**src/rtl/host_debug_byte_fifo_defines.vh**
```
// Constants used by the host debug byte capture block, not by its queue.
`ifndef HOST_DEBUG_BYTE_FIFO_DEFINES_VH
`define HOST_DEBUG_BYTE_FIFO_DEFINES_VH

// ----------------------------------------------------------------------
// Controller-side register offsets (byte addresses).
// ----------------------------------------------------------------------
`define OFS_QUEUED_ENTRY_READ   12'h100
`define OFS_CAPTURE_SETUP       12'h104
`define OFS_QUEUE_FLAGS         12'h108
`define OFS_TICK_COUNTER_VALUE  12'h10C
`define OFS_BLOCK_ACTIVATION    12'h330

// ----------------------------------------------------------------------
// Host-side offsets and configuration port index.
// ----------------------------------------------------------------------
`define OFS_HOST_DEBUG_BYTE     8'h00
`define IDX_BLOCK_ACTIVATION    8'h30

// ----------------------------------------------------------------------
// Field positions.
// ----------------------------------------------------------------------
`define BIT_ACTIVATE            0
`define BIT_FLUSH               1
`define BIT_STAMP_CLEAR         2
`define POS_TICK_RATE_LO        3
`define POS_TICK_RATE_HI        4
`define BIT_TIMER_ENABLE        5
`define POS_THRESHOLD_LO        6
`define POS_THRESHOLD_HI        7
`define BIT_HAS_ENTRIES         0
`define BIT_OVERRUN             1

// ----------------------------------------------------------------------
// Reset values.
// ----------------------------------------------------------------------
`define RST_SETUP_FIELDS        2'h0
`define RST_STAMP               24'h000000
`define RST_WORD                32'h00000000

// ----------------------------------------------------------------------
// Threshold levels, in entries.
// ----------------------------------------------------------------------
`define THR_LEVEL_0             5'h01
`define THR_LEVEL_1             5'h04
`define THR_LEVEL_2             5'h08
`define THR_LEVEL_3             5'h0E

// ----------------------------------------------------------------------
// Tick prescaler terminal counts (division ratio minus one).
// ----------------------------------------------------------------------
`define DIV_LAST_8              6'h07
`define DIV_LAST_16             6'h0F
`define DIV_LAST_32             6'h1F
`define DIV_LAST_64             6'h3F

`endif

```
**src/rtl/entry_queue.v**
```verilog
// Synchronous first-in first-out queue with valid and ready on both sides.
`timescale 1ns/1ps

module entry_queue #(
  parameter WIDTH = 32,
  parameter DEPTH = 16,
  parameter AW    = 4
) (
  input  wire             clk,
  input  wire             rst,
  input  wire             ce,
  input  wire             flush,
  input  wire             in_valid,
  output wire             in_ready,
  input  wire [WIDTH-1:0] in_data,
  output wire             out_valid,
  input  wire             out_ready,
  output wire [WIDTH-1:0] out_data,
  output wire [AW:0]      level
);

  // ----------------------------------------------------------------------
  // Storage and pointers.
  // ----------------------------------------------------------------------
  localparam [AW:0] FULL_LVL = DEPTH[AW:0]; // Level at which no slot is free.

  reg [WIDTH-1:0] mem [0:DEPTH-1];      // Entry storage.
  reg [AW-1:0]    wr_ptr_reg;           // Next slot to fill.
  reg [AW-1:0]    rd_ptr_reg;           // Oldest entry.
  reg [AW:0]      count_reg;            // Entries held.

  wire full = (count_reg == FULL_LVL);  // No free slot.
  wire push;                            // Entry accepted.
  wire pop;                             // Entry removed.

  // A push into a full queue is allowed only when a pop frees a slot
  // in the same cycle; otherwise the writer is stalled.
  assign in_ready  = !full || out_ready;
  assign out_valid = (count_reg != {(AW+1){1'b0}});
  assign out_data  = mem[rd_ptr_reg];
  assign level     = count_reg;
  assign push      = in_valid && in_ready;
  assign pop       = out_valid && out_ready;

  // Storage is written without reset, which keeps it a plain memory.
  always @(posedge clk) begin
    if (ce && push && !flush) begin
      mem[wr_ptr_reg] <= in_data;
    end
  end

  // Pointer and level bookkeeping; a flush wins over a push or a pop.
  always @(posedge clk or posedge rst) begin
    if (rst) begin
      wr_ptr_reg <= {AW{1'b0}};
      rd_ptr_reg <= {AW{1'b0}};
      count_reg  <= {(AW+1){1'b0}};
    end else if (ce) begin
      if (flush) begin
        wr_ptr_reg <= {AW{1'b0}};
        rd_ptr_reg <= {AW{1'b0}};
        count_reg  <= {(AW+1){1'b0}};
      end else begin
        if (push) begin
          wr_ptr_reg <= wr_ptr_reg + 1'b1;
        end
        if (pop) begin
          rd_ptr_reg <= rd_ptr_reg + 1'b1;
        end
        if (push && !pop) begin
          count_reg <= count_reg + 1'b1;
        end else if (pop && !push) begin
          count_reg <= count_reg - 1'b1;
        end
      end
    end
  end

endmodule // entry_queue

```
**src/rtl/host_debug_byte_fifo.v**
```verilog
// Host debug byte capture: timestamped byte queue read by the controller.
`timescale 1ns/1ps
`include "host_debug_byte_fifo_defines.vh"

module host_debug_byte_fifo #(
  parameter DEPTH = 16,
  parameter AW    = 4
) (
  input  wire        CLK,
  input  wire        RST,
  input  wire        CE,
  input  wire        HOST_WR,
  input  wire        HOST_RD,
  input  wire [7:0]  HOST_ADDR,
  input  wire [7:0]  HOST_WDATA,
  output reg  [7:0]  HOST_RDATA,
  output reg         HOST_ACK,
  input  wire        CFG_SEL,
  input  wire        CFG_WR,
  input  wire        CFG_RD,
  input  wire [7:0]  CFG_INDEX,
  input  wire [7:0]  CFG_WDATA,
  output reg  [7:0]  CFG_RDATA,
  input  wire        EC_WR,
  input  wire        EC_RD,
  input  wire [11:0] EC_ADDR,
  input  wire [31:0] EC_WDATA,
  output reg  [31:0] EC_RDATA,
  output reg         DEBUG_QUEUE_IRQ
);

  // ----------------------------------------------------------------------
  // State registers.
  // ----------------------------------------------------------------------
  reg        active_reg;      // Block enable.
  reg [1:0]  thr_reg;         // Threshold code.
  reg        timer_en_reg;    // Timestamp counting enable.
  reg [1:0]  tick_rate_choice_reg; // Prescaler selection.
  reg        overrun_reg;     // Sticky overrun flag.
  reg [23:0] entry_time_tag_reg;   // Free-running timestamp.
  reg [5:0]  presc_reg;       // Tick prescaler.

  // ----------------------------------------------------------------------
  // Access decode.
  // ----------------------------------------------------------------------
  // Host byte write to the runtime register, only while active.
  wire host_hit   = (HOST_ADDR == `OFS_HOST_DEBUG_BYTE);
  wire host_wr_in = HOST_WR && host_hit;
  wire host_claim = host_wr_in && active_reg;

  // Controller-side decodes.
  wire ec_entry = (EC_ADDR == `OFS_QUEUED_ENTRY_READ);
  wire ec_setup = (EC_ADDR == `OFS_CAPTURE_SETUP);
  wire ec_flags = (EC_ADDR == `OFS_QUEUE_FLAGS);
  wire ec_count = (EC_ADDR == `OFS_TICK_COUNTER_VALUE);
  wire ec_act   = (EC_ADDR == `OFS_BLOCK_ACTIVATION);

  // Configuration port hit on the activation index.
  // Index 30h decode.
  wire cfg_act  = CFG_SEL && (CFG_INDEX == `IDX_BLOCK_ACTIVATION);

  // Strobes carried in a setup write; they are never stored.
  wire setup_wr    = EC_WR && ec_setup;
  wire flush_req   = setup_wr && EC_WDATA[`BIT_FLUSH];
  wire stamp_clr_a = setup_wr && EC_WDATA[`BIT_STAMP_CLEAR];

  // Counter register writes: zero clears, anything else loads.
  wire count_wr    = EC_WR && ec_count;
  wire count_zero  = (EC_WDATA[31:8] == 24'h000000);
  wire stamp_clr_b = count_wr && count_zero;
  wire stamp_load  = count_wr && !count_zero;
  wire stamp_clr   = stamp_clr_a || stamp_clr_b;

  // ----------------------------------------------------------------------
  // Queue.
  // ----------------------------------------------------------------------
  wire        q_in_ready;     // Queue can take the host entry.
  wire        q_out_valid;    // At least one entry held.
  wire [31:0] q_out_data;     // Oldest entry.
  wire [AW:0] q_level;        // Entries held.
  wire        q_full;         // Queue at capacity.
  wire        ec_pop;         // Controller read removes an entry.
  wire        drop_oldest;    // Host write makes room by discarding.
  wire        q_flush;        // Queue cleared this cycle.

  localparam [AW:0] FULL_LVL = DEPTH[AW:0];

  assign q_full      = (q_level == FULL_LVL);
  assign ec_pop      = EC_RD && ec_entry && q_out_valid;
  assign drop_oldest = host_claim && q_full;
  assign q_flush     = flush_req || !active_reg;

  entry_queue #(
    .WIDTH (32),
    .DEPTH (DEPTH),
    .AW    (AW)
  ) u_queue (
    .clk       (CLK),
    .rst       (RST),
    .ce        (CE),
    .flush     (q_flush),
    .in_valid  (host_claim),
    .in_ready  (q_in_ready),
    .in_data   ({entry_time_tag_reg, HOST_WDATA}),
    .out_valid (q_out_valid),
    .out_ready (ec_pop || drop_oldest),
    .out_data  (q_out_data),
    .level     (q_level)
  );

  // ----------------------------------------------------------------------
  // Activation register.
  // ----------------------------------------------------------------------
  // The controller path wins when both sides write in the same cycle,
  // so firmware always has the final say over the enable.
  always @(posedge CLK or posedge RST) begin
    if (RST) begin
      active_reg <= 1'b0;
    end else if (CE) begin
      if (EC_WR && ec_act) begin
        active_reg <= EC_WDATA[`BIT_ACTIVATE];
      end else if (cfg_act && CFG_WR) begin
        active_reg <= CFG_WDATA[`BIT_ACTIVATE];
      end
    end
  end

  // ----------------------------------------------------------------------
  // Setup fields.
  // ----------------------------------------------------------------------
  // These fields are reachable whatever the activate bit says, so
  // firmware can prepare the block before turning it on.
  always @(posedge CLK or posedge RST) begin
    if (RST) begin
      thr_reg              <= `RST_SETUP_FIELDS;
      timer_en_reg         <= 1'b0;
      tick_rate_choice_reg <= `RST_SETUP_FIELDS;
    end else if (CE) begin
      if (setup_wr) begin
        thr_reg              <= EC_WDATA[`POS_THRESHOLD_HI:`POS_THRESHOLD_LO];
        timer_en_reg         <= EC_WDATA[`BIT_TIMER_ENABLE];
        tick_rate_choice_reg <= EC_WDATA[`POS_TICK_RATE_HI:`POS_TICK_RATE_LO];
      end
    end
  end

  // ----------------------------------------------------------------------
  // Tick prescaler and timestamp counter.
  // ----------------------------------------------------------------------
  reg  [5:0] div_last;        // Terminal count of the prescaler.
  wire       tick;            // One-cycle counter advance.

  // Terminal count chosen by the tick rate field.
  always @* begin
    div_last = `DIV_LAST_8;
    case (tick_rate_choice_reg)
      2'h0: div_last = `DIV_LAST_8;
      2'h1: div_last = `DIV_LAST_16;
      2'h2: div_last = `DIV_LAST_32;
      2'h3: div_last = `DIV_LAST_64;
      default: div_last = `DIV_LAST_8;
    endcase
  end

  // A rate change while counting may shorten one tick period, since a prescaler
  // already at or past the new terminal count ticks at once; the prescaler is not reloaded on a field write.
  assign tick = (presc_reg >= div_last);

  // Prescaler runs only while the block and the timer are both on.
  always @(posedge CLK or posedge RST) begin
    if (RST) begin
      presc_reg <= 6'h00;
    end else if (CE) begin
      if (!active_reg || !timer_en_reg) begin
        presc_reg <= 6'h00;
      end else if (tick) begin
        presc_reg <= 6'h00;
      end else begin
        presc_reg <= presc_reg + 6'h01;
      end
    end
  end

  // Timestamp: deactivation and clear beat a load, a load beats a tick.
  always @(posedge CLK or posedge RST) begin
    if (RST) begin
      entry_time_tag_reg <= `RST_STAMP;
    end else if (CE) begin
      if (!active_reg) begin
        entry_time_tag_reg <= `RST_STAMP;
      end else if (stamp_clr) begin
        entry_time_tag_reg <= `RST_STAMP;
      end else if (stamp_load) begin
        entry_time_tag_reg <= EC_WDATA[31:8];
      end else if (timer_en_reg && tick) begin
        entry_time_tag_reg <= entry_time_tag_reg + 24'h000001;
      end
    end
  end

  // ----------------------------------------------------------------------
  // Overrun flag.
  // ----------------------------------------------------------------------
  // A write into a full queue in the same cycle as a flush still
  // leaves the flag set, so the loss is never hidden from firmware.
  always @(posedge CLK or posedge RST) begin
    if (RST) begin
      overrun_reg <= 1'b0;
    end else if (CE) begin
      if (drop_oldest) begin
        overrun_reg <= 1'b1;
      end else if (q_flush) begin
        overrun_reg <= 1'b0;
      end
    end
  end

  // ----------------------------------------------------------------------
  // Interrupt.
  // ----------------------------------------------------------------------
  reg [AW:0] thr_level;       // Threshold in entries.

  // Threshold code to entry count.
  always @* begin
    thr_level = `THR_LEVEL_0;
    case (thr_reg)
      2'h0: thr_level = `THR_LEVEL_0;
      2'h1: thr_level = `THR_LEVEL_1;
      2'h2: thr_level = `THR_LEVEL_2;
      2'h3: thr_level = `THR_LEVEL_3;
      default: thr_level = `THR_LEVEL_0;
    endcase
  end

  // The interrupt output is registered, so it trails the queue level by one cycle.
  always @(posedge CLK or posedge RST) begin
    if (RST) begin
      DEBUG_QUEUE_IRQ <= 1'b0;
    end else if (CE) begin
      DEBUG_QUEUE_IRQ <= active_reg && (q_level >= thr_level);
    end
  end

  // ----------------------------------------------------------------------
  // Controller read data.
  // ----------------------------------------------------------------------
  reg [31:0] ec_rd_next;      // Word selected by the address.

  // Read multiplexer; unmapped offsets and reserved bits read zero.
  always @* begin
    ec_rd_next = `RST_WORD;
    case (EC_ADDR)
      `OFS_QUEUED_ENTRY_READ: begin
        ec_rd_next = q_out_valid ? q_out_data : `RST_WORD;
      end
      `OFS_CAPTURE_SETUP: begin
        ec_rd_next[`POS_THRESHOLD_HI:`POS_THRESHOLD_LO] = thr_reg;
        ec_rd_next[`BIT_TIMER_ENABLE] = timer_en_reg;
        ec_rd_next[`POS_TICK_RATE_HI:`POS_TICK_RATE_LO] = tick_rate_choice_reg;
      end
      `OFS_QUEUE_FLAGS: begin
        ec_rd_next[`BIT_HAS_ENTRIES] = q_out_valid;
        ec_rd_next[`BIT_OVERRUN] = overrun_reg;
      end
      `OFS_TICK_COUNTER_VALUE: begin
        ec_rd_next[31:8] = entry_time_tag_reg;
      end
      `OFS_BLOCK_ACTIVATION: begin
        ec_rd_next[`BIT_ACTIVATE] = active_reg;
      end
      default: ec_rd_next = `RST_WORD;
    endcase
  end

  // Read data is captured on the read strobe and held until the next.
  always @(posedge CLK or posedge RST) begin
    if (RST) begin
      EC_RDATA <= `RST_WORD;
    end else if (CE) begin
      if (EC_RD) begin
        EC_RDATA <= ec_rd_next;
      end
    end
  end

  // ----------------------------------------------------------------------
  // Host and configuration port answers.
  // ----------------------------------------------------------------------
  // Host acknowledge marks a claimed access one cycle after the strobe;
  // the queue's ready gates it so a stalled write is never acknowledged.
  always @(posedge CLK or posedge RST) begin
    if (RST) begin
      HOST_ACK   <= 1'b0;
      HOST_RDATA <= 8'h00;
    end else if (CE) begin
      HOST_ACK   <= active_reg && host_hit &&
                    ((HOST_WR && q_in_ready) || HOST_RD);
      HOST_RDATA <= 8'h00;
    end
  end

  // Configuration port read of the activation register.
  always @(posedge CLK or posedge RST) begin
    if (RST) begin
      CFG_RDATA <= 8'h00;
    end else if (CE) begin
      if (CFG_RD) begin
        CFG_RDATA <= cfg_act ? {7'h00, active_reg} : 8'h00;
      end
    end
  end

endmodule // host_debug_byte_fifo

```
**config.mk**
```make
export PLATFORM = sky130hd
export DESIGN_NAME = host_debug_byte_fifo
export DESIGN_NICKNAME = d
export VERILOG_FILES = /design/src/rtl/entry_queue.v /design/src/rtl/host_debug_byte_fifo.v
export VERILOG_INCLUDE_DIRS = /design/src /design/src/rtl
export SDC_FILE = /design/constraint.sdc
export NUM_CORES = 1
export LEC_CHECK = 0
export BUFFER_PORTS_ARGS = -buffer_cell sky130_fd_sc_hd__buf_4
export CAP_MARGIN = 0
export CORE_MARGIN = 5
export CORE_UTILIZATION = 60
export DETAILED_ROUTE_END_ITERATION = 7
export PLACE_DENSITY = 0.84
export SLEW_MARGIN = 40
export SYNTH_ARGS = -nofsm -noshare
export SYNTH_HDL_FRONTEND = slang
export SYNTH_SLANG_ARGS = --single-unit
```
**constraint.sdc**
```tcl
create_clock -name CLK -period 15.2 [get_ports CLK]
set_input_delay 0.76 -clock CLK [delete_from_list [all_inputs] [get_ports CLK]]
set_output_delay 0.76 -clock CLK [all_outputs]
set_load 0.02 [all_outputs]
```
[After elaboration in Yosys (flattened, before gate mapping)]
Memory sizes are Yosys's and may differ from the RTL's.
Cells that the tools add are included.
Word-level totals
  flip-flop bits (word level): 92
  bits in writable memories: 512
  input bits: 86
  output and inout port bits: 50
  memories kept: 1
Operators by class
  $add $sub $neg: 6
  order comparisons: 2
  eq/ne operators: 14
  multiplexer cells: 28
  reduce and logical (&&, ||, !) cells: 57
Memory list
  u_queue.mem: depth 16, bits a word 32, read ports 1, clocked after memory_dff 0, write ports 1, RTL line entry_queue.v:27  | reg [WIDTH-1:0] mem [0:DEPTH-1];
Operator list (number)
  $mux W24: 4
  $eq A12 B9 Y1 const B: 4
  $pmux W24 S2: 1
  $mux W32: 1
  $logic_and A1 B1 Y1: 25
  $add A24 B1 Y24 const B: 1
  $logic_not A24 Y1: 1
  $pmux W6 S4: 1
  $pmux W5 S4: 1
  $reduce_and A2 Y1: 9
  $mux W4: 4
  $mux W5: 3
  $eq A12 B10 Y1 const B: 1
  $mux W6: 2
  $pmux W5 S2: 1
  $add A4 B1 Y4 const B: 2
  $eq A2 B2 Y1 const B: 4
  $eq A8 B6 Y1 const B: 1
  $logic_not A8 Y1: 1
  $mux W1: 8
  $reduce_bool A2 Y1: 4
  $logic_not A1 Y1: 7
  $add A6 B1 Y6 const B: 1
  $ge A6 B6 Y1: 1
  12 further kinds: 19

[Logic depth before layout (Yosys ltp)]
  depth after elaboration: 12
  depth in mapped cells: 10
  gate-level depth less buffers: 10

[Modules after synthesis]
A second synthesis with hierarchy kept.
Unflattened totals
  cell total of the unflattened synthesis: 1523
  area, all modules: 25046.5 um^2
Modules (own cells, without submodules)
  entry_queue: times used 1, cells an instance 1038, area each 20532.2 um^2, sequential area each 15700.1 um^2
  host_debug_byte_fifo: times used 1, cells an instance 485, area each 4514.3 um^2, sequential area each 1801.7 um^2

[Least setup slack after synthesis]
OpenSTA, ideal clock, no wires.
  path type: input to register
  start: input port HOST_ADDR[2]
  end: memory u_queue.mem[5][0], enable pin
  arrival: 4817 ps
  data required time: 14698 ps
  path slack: 9880 ps
  stages on the path: 4
  buffers on the path: 0
  cell sequence: nor4_2 > and3_1 > nand3_1 > nor4bb_1
Between the ends
  longest elaborated chain between the ends: 11
RTL lines
  start, declared: RTL line host_debug_byte_fifo.v:14  | input wire [7:0] HOST_ADDR,
  $logic_not A8 Y1 (no line) (*)
  $logic_and A1 B1 Y1 (*): RTL line host_debug_byte_fifo.v:48  | wire host_wr_in = HOST_WR && host_hit;
  $logic_and A1 B1 Y1 (*): RTL line host_debug_byte_fifo.v:49  | wire host_claim = host_wr_in && active_reg;
  $logic_and A1 B1 Y1: RTL line host_debug_byte_fifo.v:90  | assign drop_oldest = host_claim && q_full;
  $logic_or A1 B1 Y1: RTL line host_debug_byte_fifo.v:106  | .out_ready (ec_pop || drop_oldest),
  $logic_or A1 B1 Y1: RTL line entry_queue.v:38  | assign in_ready = !full || out_ready;
  $logic_and A1 B1 Y1 (*): RTL line entry_queue.v:42  | assign push = in_valid && in_ready;
  $logic_and A1 B1 Y1 (*) (2 in series): RTL line entry_queue.v:47  | if (ce && push && !flush) begin
  $mux W1 (*): RTL line entry_queue.v:47
  $mux W1 (implied by the code) (*): RTL line entry_queue.v:48  | mem[wr_ptr_reg] <= in_data;
  end, declared: RTL line entry_queue.v:27
Mark *: on every way between the ends. The rest lies on a longest branch, timed or not.

[Final worst setup path]
  start: register active_reg
  end: register u_queue.count_reg[4] (netlist: u_queue.level[4])
Between the ends
  longest elaborated chain between the ends: 9
  elaborated cells on any way between the ends: 16
RTL lines
  start, declared: RTL line host_debug_byte_fifo.v:35  | reg active_reg;
  start signal, assigned: RTL line host_debug_byte_fifo.v:121  | active_reg <= EC_WDATA[`BIT_ACTIVATE];
  start signal, assigned: RTL line host_debug_byte_fifo.v:123  | active_reg <= CFG_WDATA[`BIT_ACTIVATE];
  $logic_and A1 B1 Y1: RTL line host_debug_byte_fifo.v:49
  $logic_and A1 B1 Y1: RTL line host_debug_byte_fifo.v:90
  $logic_or A1 B1 Y1: RTL line host_debug_byte_fifo.v:106
  $logic_or A1 B1 Y1: RTL line entry_queue.v:38
  $logic_and A1 B1 Y1: RTL line entry_queue.v:42
  $logic_not A1 Y1: RTL line entry_queue.v:72  | end else if (pop && !push) begin
  $logic_and A1 B1 Y1: RTL line entry_queue.v:72
  $reduce_bool A3 Y1 (no line)
  $reduce_and A2 Y1 (no line)
  end signal, assigned: RTL line entry_queue.v:62  | count_reg <= {(AW+1){1'b0}};
  end signal, assigned: RTL line entry_queue.v:71  | count_reg <= count_reg + 1'b1;
  end signal, assigned: RTL line entry_queue.v:73  | count_reg <= count_reg - 1'b1;
  end, declared: RTL line entry_queue.v:30  | reg [AW:0] count_reg;
Several ways; a longest one is shown, not always the timed one.
A chain may end at the register's enable or synchronous reset.

==> impl_metrics.env <==
export IMPL_status="complete, no violations"
export IMPL_synthXorXnorAreaFrac_pct=0.284
export IMPL_avgViaCountPerCell=6.92
export IMPL_synth_top_family_by_area="multiplexers"
export IMPL_path_max_fanout=13
export IMPL_slew_headroom_pct=39.8
export IMPL_drive_gt1_share_pct=28.3
export IMPL_antenna_left=0
export IMPL_max_freq_mhz=276
export IMPL_die_h_um=213
export IMPL_grt_first_pass_wirelength_um=94300
export IMPL_final_nets=1621
export IMPL_grt_use_total_pct=28.1
export IMPL_synth_fa_ha_area_share_pct=0.942
export IMPL_fp_row_count=74
export IMPL_seq_area_mm2=0.0175
export IMPL_cts_buffers=54
export IMPL_yosys_top_cells_count="512 x edfxtp_1, 130 x mux4_2, 88 x o21ai_0"
export IMPL_cts_sinks=597
export IMPL_synth_async_reset_ratio_pct=14.2
export IMPL_yosys_warnings=0
export IMPL_yosysTopAreaCell="edfxtp_1"
export IMPL_drt_pass1_iter_count=5
export IMPL_area_delta_synth_final_pct=13.5
export IMPL_report_power_total_w=0.00324
export IMPL_cts_max_level=2
export IMPL_tightest_slew_ns=0.900
export IMPL_num_vias=14492
export IMPL_powerDensity_mw_per_mm2=115
export IMPL_multi_input_area_mm2=0.00684
export IMPL_cp_num_buf_inv=1
export IMPL_cts_buffer_depth=3
export IMPL_worstSetupPathType="flop to flop"
export IMPL_hold_viol_final=0
export IMPL_path_cells="nor2b_1 > nand3_1 > a311oi_1 > inv_1 > fa_1 > a21o_1 > a21oi_1 > mux2i_1 > mux2_2 > o21ai_0"
export IMPL_initial_utilization_pct=60.6
export IMPL_die_area_mm2=0.0453
export IMPL_synth_area_mm2=0.0247
export IMPL_endpoint_kind="flop"
export IMPL_ys_flop_type="edfxtp_1"
export IMPL_period_share_pct=23.9
export IMPL_largest_reg_flops=512
export IMPL_wl_um=62500
export IMPL_seq_area_frac_synth_pct=70.9
export IMPL_grt_ovfl_total=0
export IMPL_cts_resized=0
export IMPL_ys_types=75
export IMPL_instances_no_fill=2094
export IMPL_netlist_instances=1399
export IMPL_synth_edf_count=512
export IMPL_nFillCells=2387
export IMPL_synth_compound_area_share_pct=5.46
export IMPL_netlist_top_cells_area="edfxtp_1 62%, mux4_2 12%, dfrtp_1 8.6%"
export IMPL_post_drt_wl_per_cell_um=29.8
export IMPL_numPortBuffers=113
export IMPL_utilization_pct=68.8
export IMPL_cpPeakStageDelay_ns=0.65
export IMPL_insertion_delay_ns=0.59
export IMPL_hpwl_um=33000
export IMPL_design_portCount=136
export IMPL_postCtsSetupRepairBufs=0
export IMPL_n_antenna_cell=0
export IMPL_routabilityCongestion=0.886
export IMPL_drtIter0Drc=1734
export IMPL_drc=0
export IMPL_die_x_um=213
export IMPL_cpMaxStageDelayCell="dfrtp_1"
export IMPL_avgSynthCellArea_um2=17.7
export IMPL_slew_viol_final=0
export IMPL_cts_root_buffer="clkbuf_16"
export IMPL_dp_cells=1990
export IMPL_grt_max_degree=55
export IMPL_worst_setup_path_start_kind="flop"
export IMPL_clk_pin_slew_ns=0.07
export IMPL_reg2reg_depth=10
export IMPL_ys_seq_elements=597
export IMPL_irDropWorstVdd_uv=86.3
export IMPL_maxCapViolations=0
export IMPL_synthSimpleGateAreaFrac_pct=5.30
export IMPL_cp_top_family="compound AO/OA/AOI/OAI gates"
export IMPL_grt_pass1_vias=14818
export IMPL_cts_tree="built"
export IMPL_finClkSkew_ns=0.0197
export IMPL_leakage_nw=10.2
export IMPL_finalSetupViolations=0
export IMPL_rsz0062_at_grt="false"
export IMPL_synthMuxAreaShare_pct=14.9
export IMPL_yosysMostFrequentCell="edfxtp_1"
export IMPL_hold_buffers=0
export IMPL_cp_num_cells=10
export IMPL_grt_antenna_before_repair=1
export IMPL_synth_top_area_share_pct=62.3
export IMPL_setup_tns_final_ns=0
export IMPL_core_region_area_mm2=0.0407
export IMPL_worstHoldPathType="input pin to async pin"
export IMPL_period_needed_ns=3.63
export IMPL_required_ns=15.69
export IMPL_arrival_ns=4.12
-- cells in the final DEF, fill, tap and decap left out, types with 5 or more instances in the layout --
master and n:
nand3_1 34, clkinv_2 16, nor4_1 21, bufinv_16 7, clkbuf_1 5, mux2_2 36, inv_1 21, dfrtp_1 81
nand4_1 13, clkbuf_16 55, nor3_1 19, mux4_2 130, o21ai_0 88, nand2_1 50, xor2_1 7, edfxtp_1 512
mux2i_1 34, buf_4 130, and3_1 5, nor2_4 5, clkbuf_8 7, a21oi_1 51, conb_1 15, ha_1 17
clkinv_1 6, nor2_1 43, a22oi_1 33
-- kinds of logic (layout without fill, tap and decap cells) --
logic type / Yosys count / in the layout
adders and majority gates: 18 / 18
muxes: 200 / 200
buffers and inverters: 112 / 261
other: 1 / 15
xor gates and xnor gates: 8 / 8
and+or+nand+nor: 245 / 245
AOI/OAI and AO/OA: 218 / 218
DFF: 597 / 597
-- metrics by stage --
| stage | hold WS [ns] | instance area (um^2) | setup WS, ns |
|---|---|---|---|
| floorplan | 0.450 | 24700 | 9.88 |
| global placement | 0.472 | 26000 | 11.05 |
| detailed placement | 0.483 | 26100 | 11.02 |
| CTS | 0.229 | 28000 | 11.23 |
| global route | 0.256 | 28000 | 11.26 |
| finish | 0.229 | 28000 | 11.57 |
-- power by group --
| group | leakage (nW) | total, W | switching, W | internal [W] |
|---|---|---|---|---|
| logic | 2.51 | 0.0000472 | 0.0000303 | 0.0000169 |
| clock network | 0.923 | 0.00143 | 0.000609 | 0.000818 |
| registers | 6.76 | 0.00176 | 0.000000674 | 0.00176 |
| total | 10.2 | 0.00324 | 0.000640 | 0.00260 |
-- metal layers --
layer  track usage [%]  part of all wire [%]
met5                 0                 0.021
met4              9.58                   3.8
met3              7.45                    11
met2              46.4                    50
met1              37.1                    35
-- worst paths after layout --
check | to | slack, ns | from
setup / recovery | u_queue.level[4] | 11.57 | active_reg
setup reg to reg | u_queue.level[4] | 11.57 | active_reg
hold reg to reg | CFG_RDATA[0] | 0.49 | CFG_RDATA[0]
max in group asynchronous | u_queue.rd_ptr_reg[1] | 13.97 | RST
hold / removal | entry_time_tag_reg[16] | 0.23 | RST
min in group CLK | tick_rate_choice_reg[0] | 0.41 | EC_WDATA[3]
-- area by class of cell --
cell class,instances,area share [%]
clock buffer,67,5.32
clock inverter,34,1.29
inverter,23,0.317
multi-input combinational,704,24.4
sequential,597,62.5
tap,532,2.37
timing repair buffer,137,3.86
-- worst reg2reg max path, cell delays in order (launching register included) --
cell and delay (ns):
dfrtp_1 0.65, nor2b_1 0.31, nand3_1 0.23, a311oi_1 0.58, inv_1 0.25, fa_1 0.46, a21o_1 0.20, a21oi_1 0.21
mux2i_1 0.23, mux2_2 0.35, o21ai_0 0.08
No activity file was read; power rests on OpenSTA's default activity.
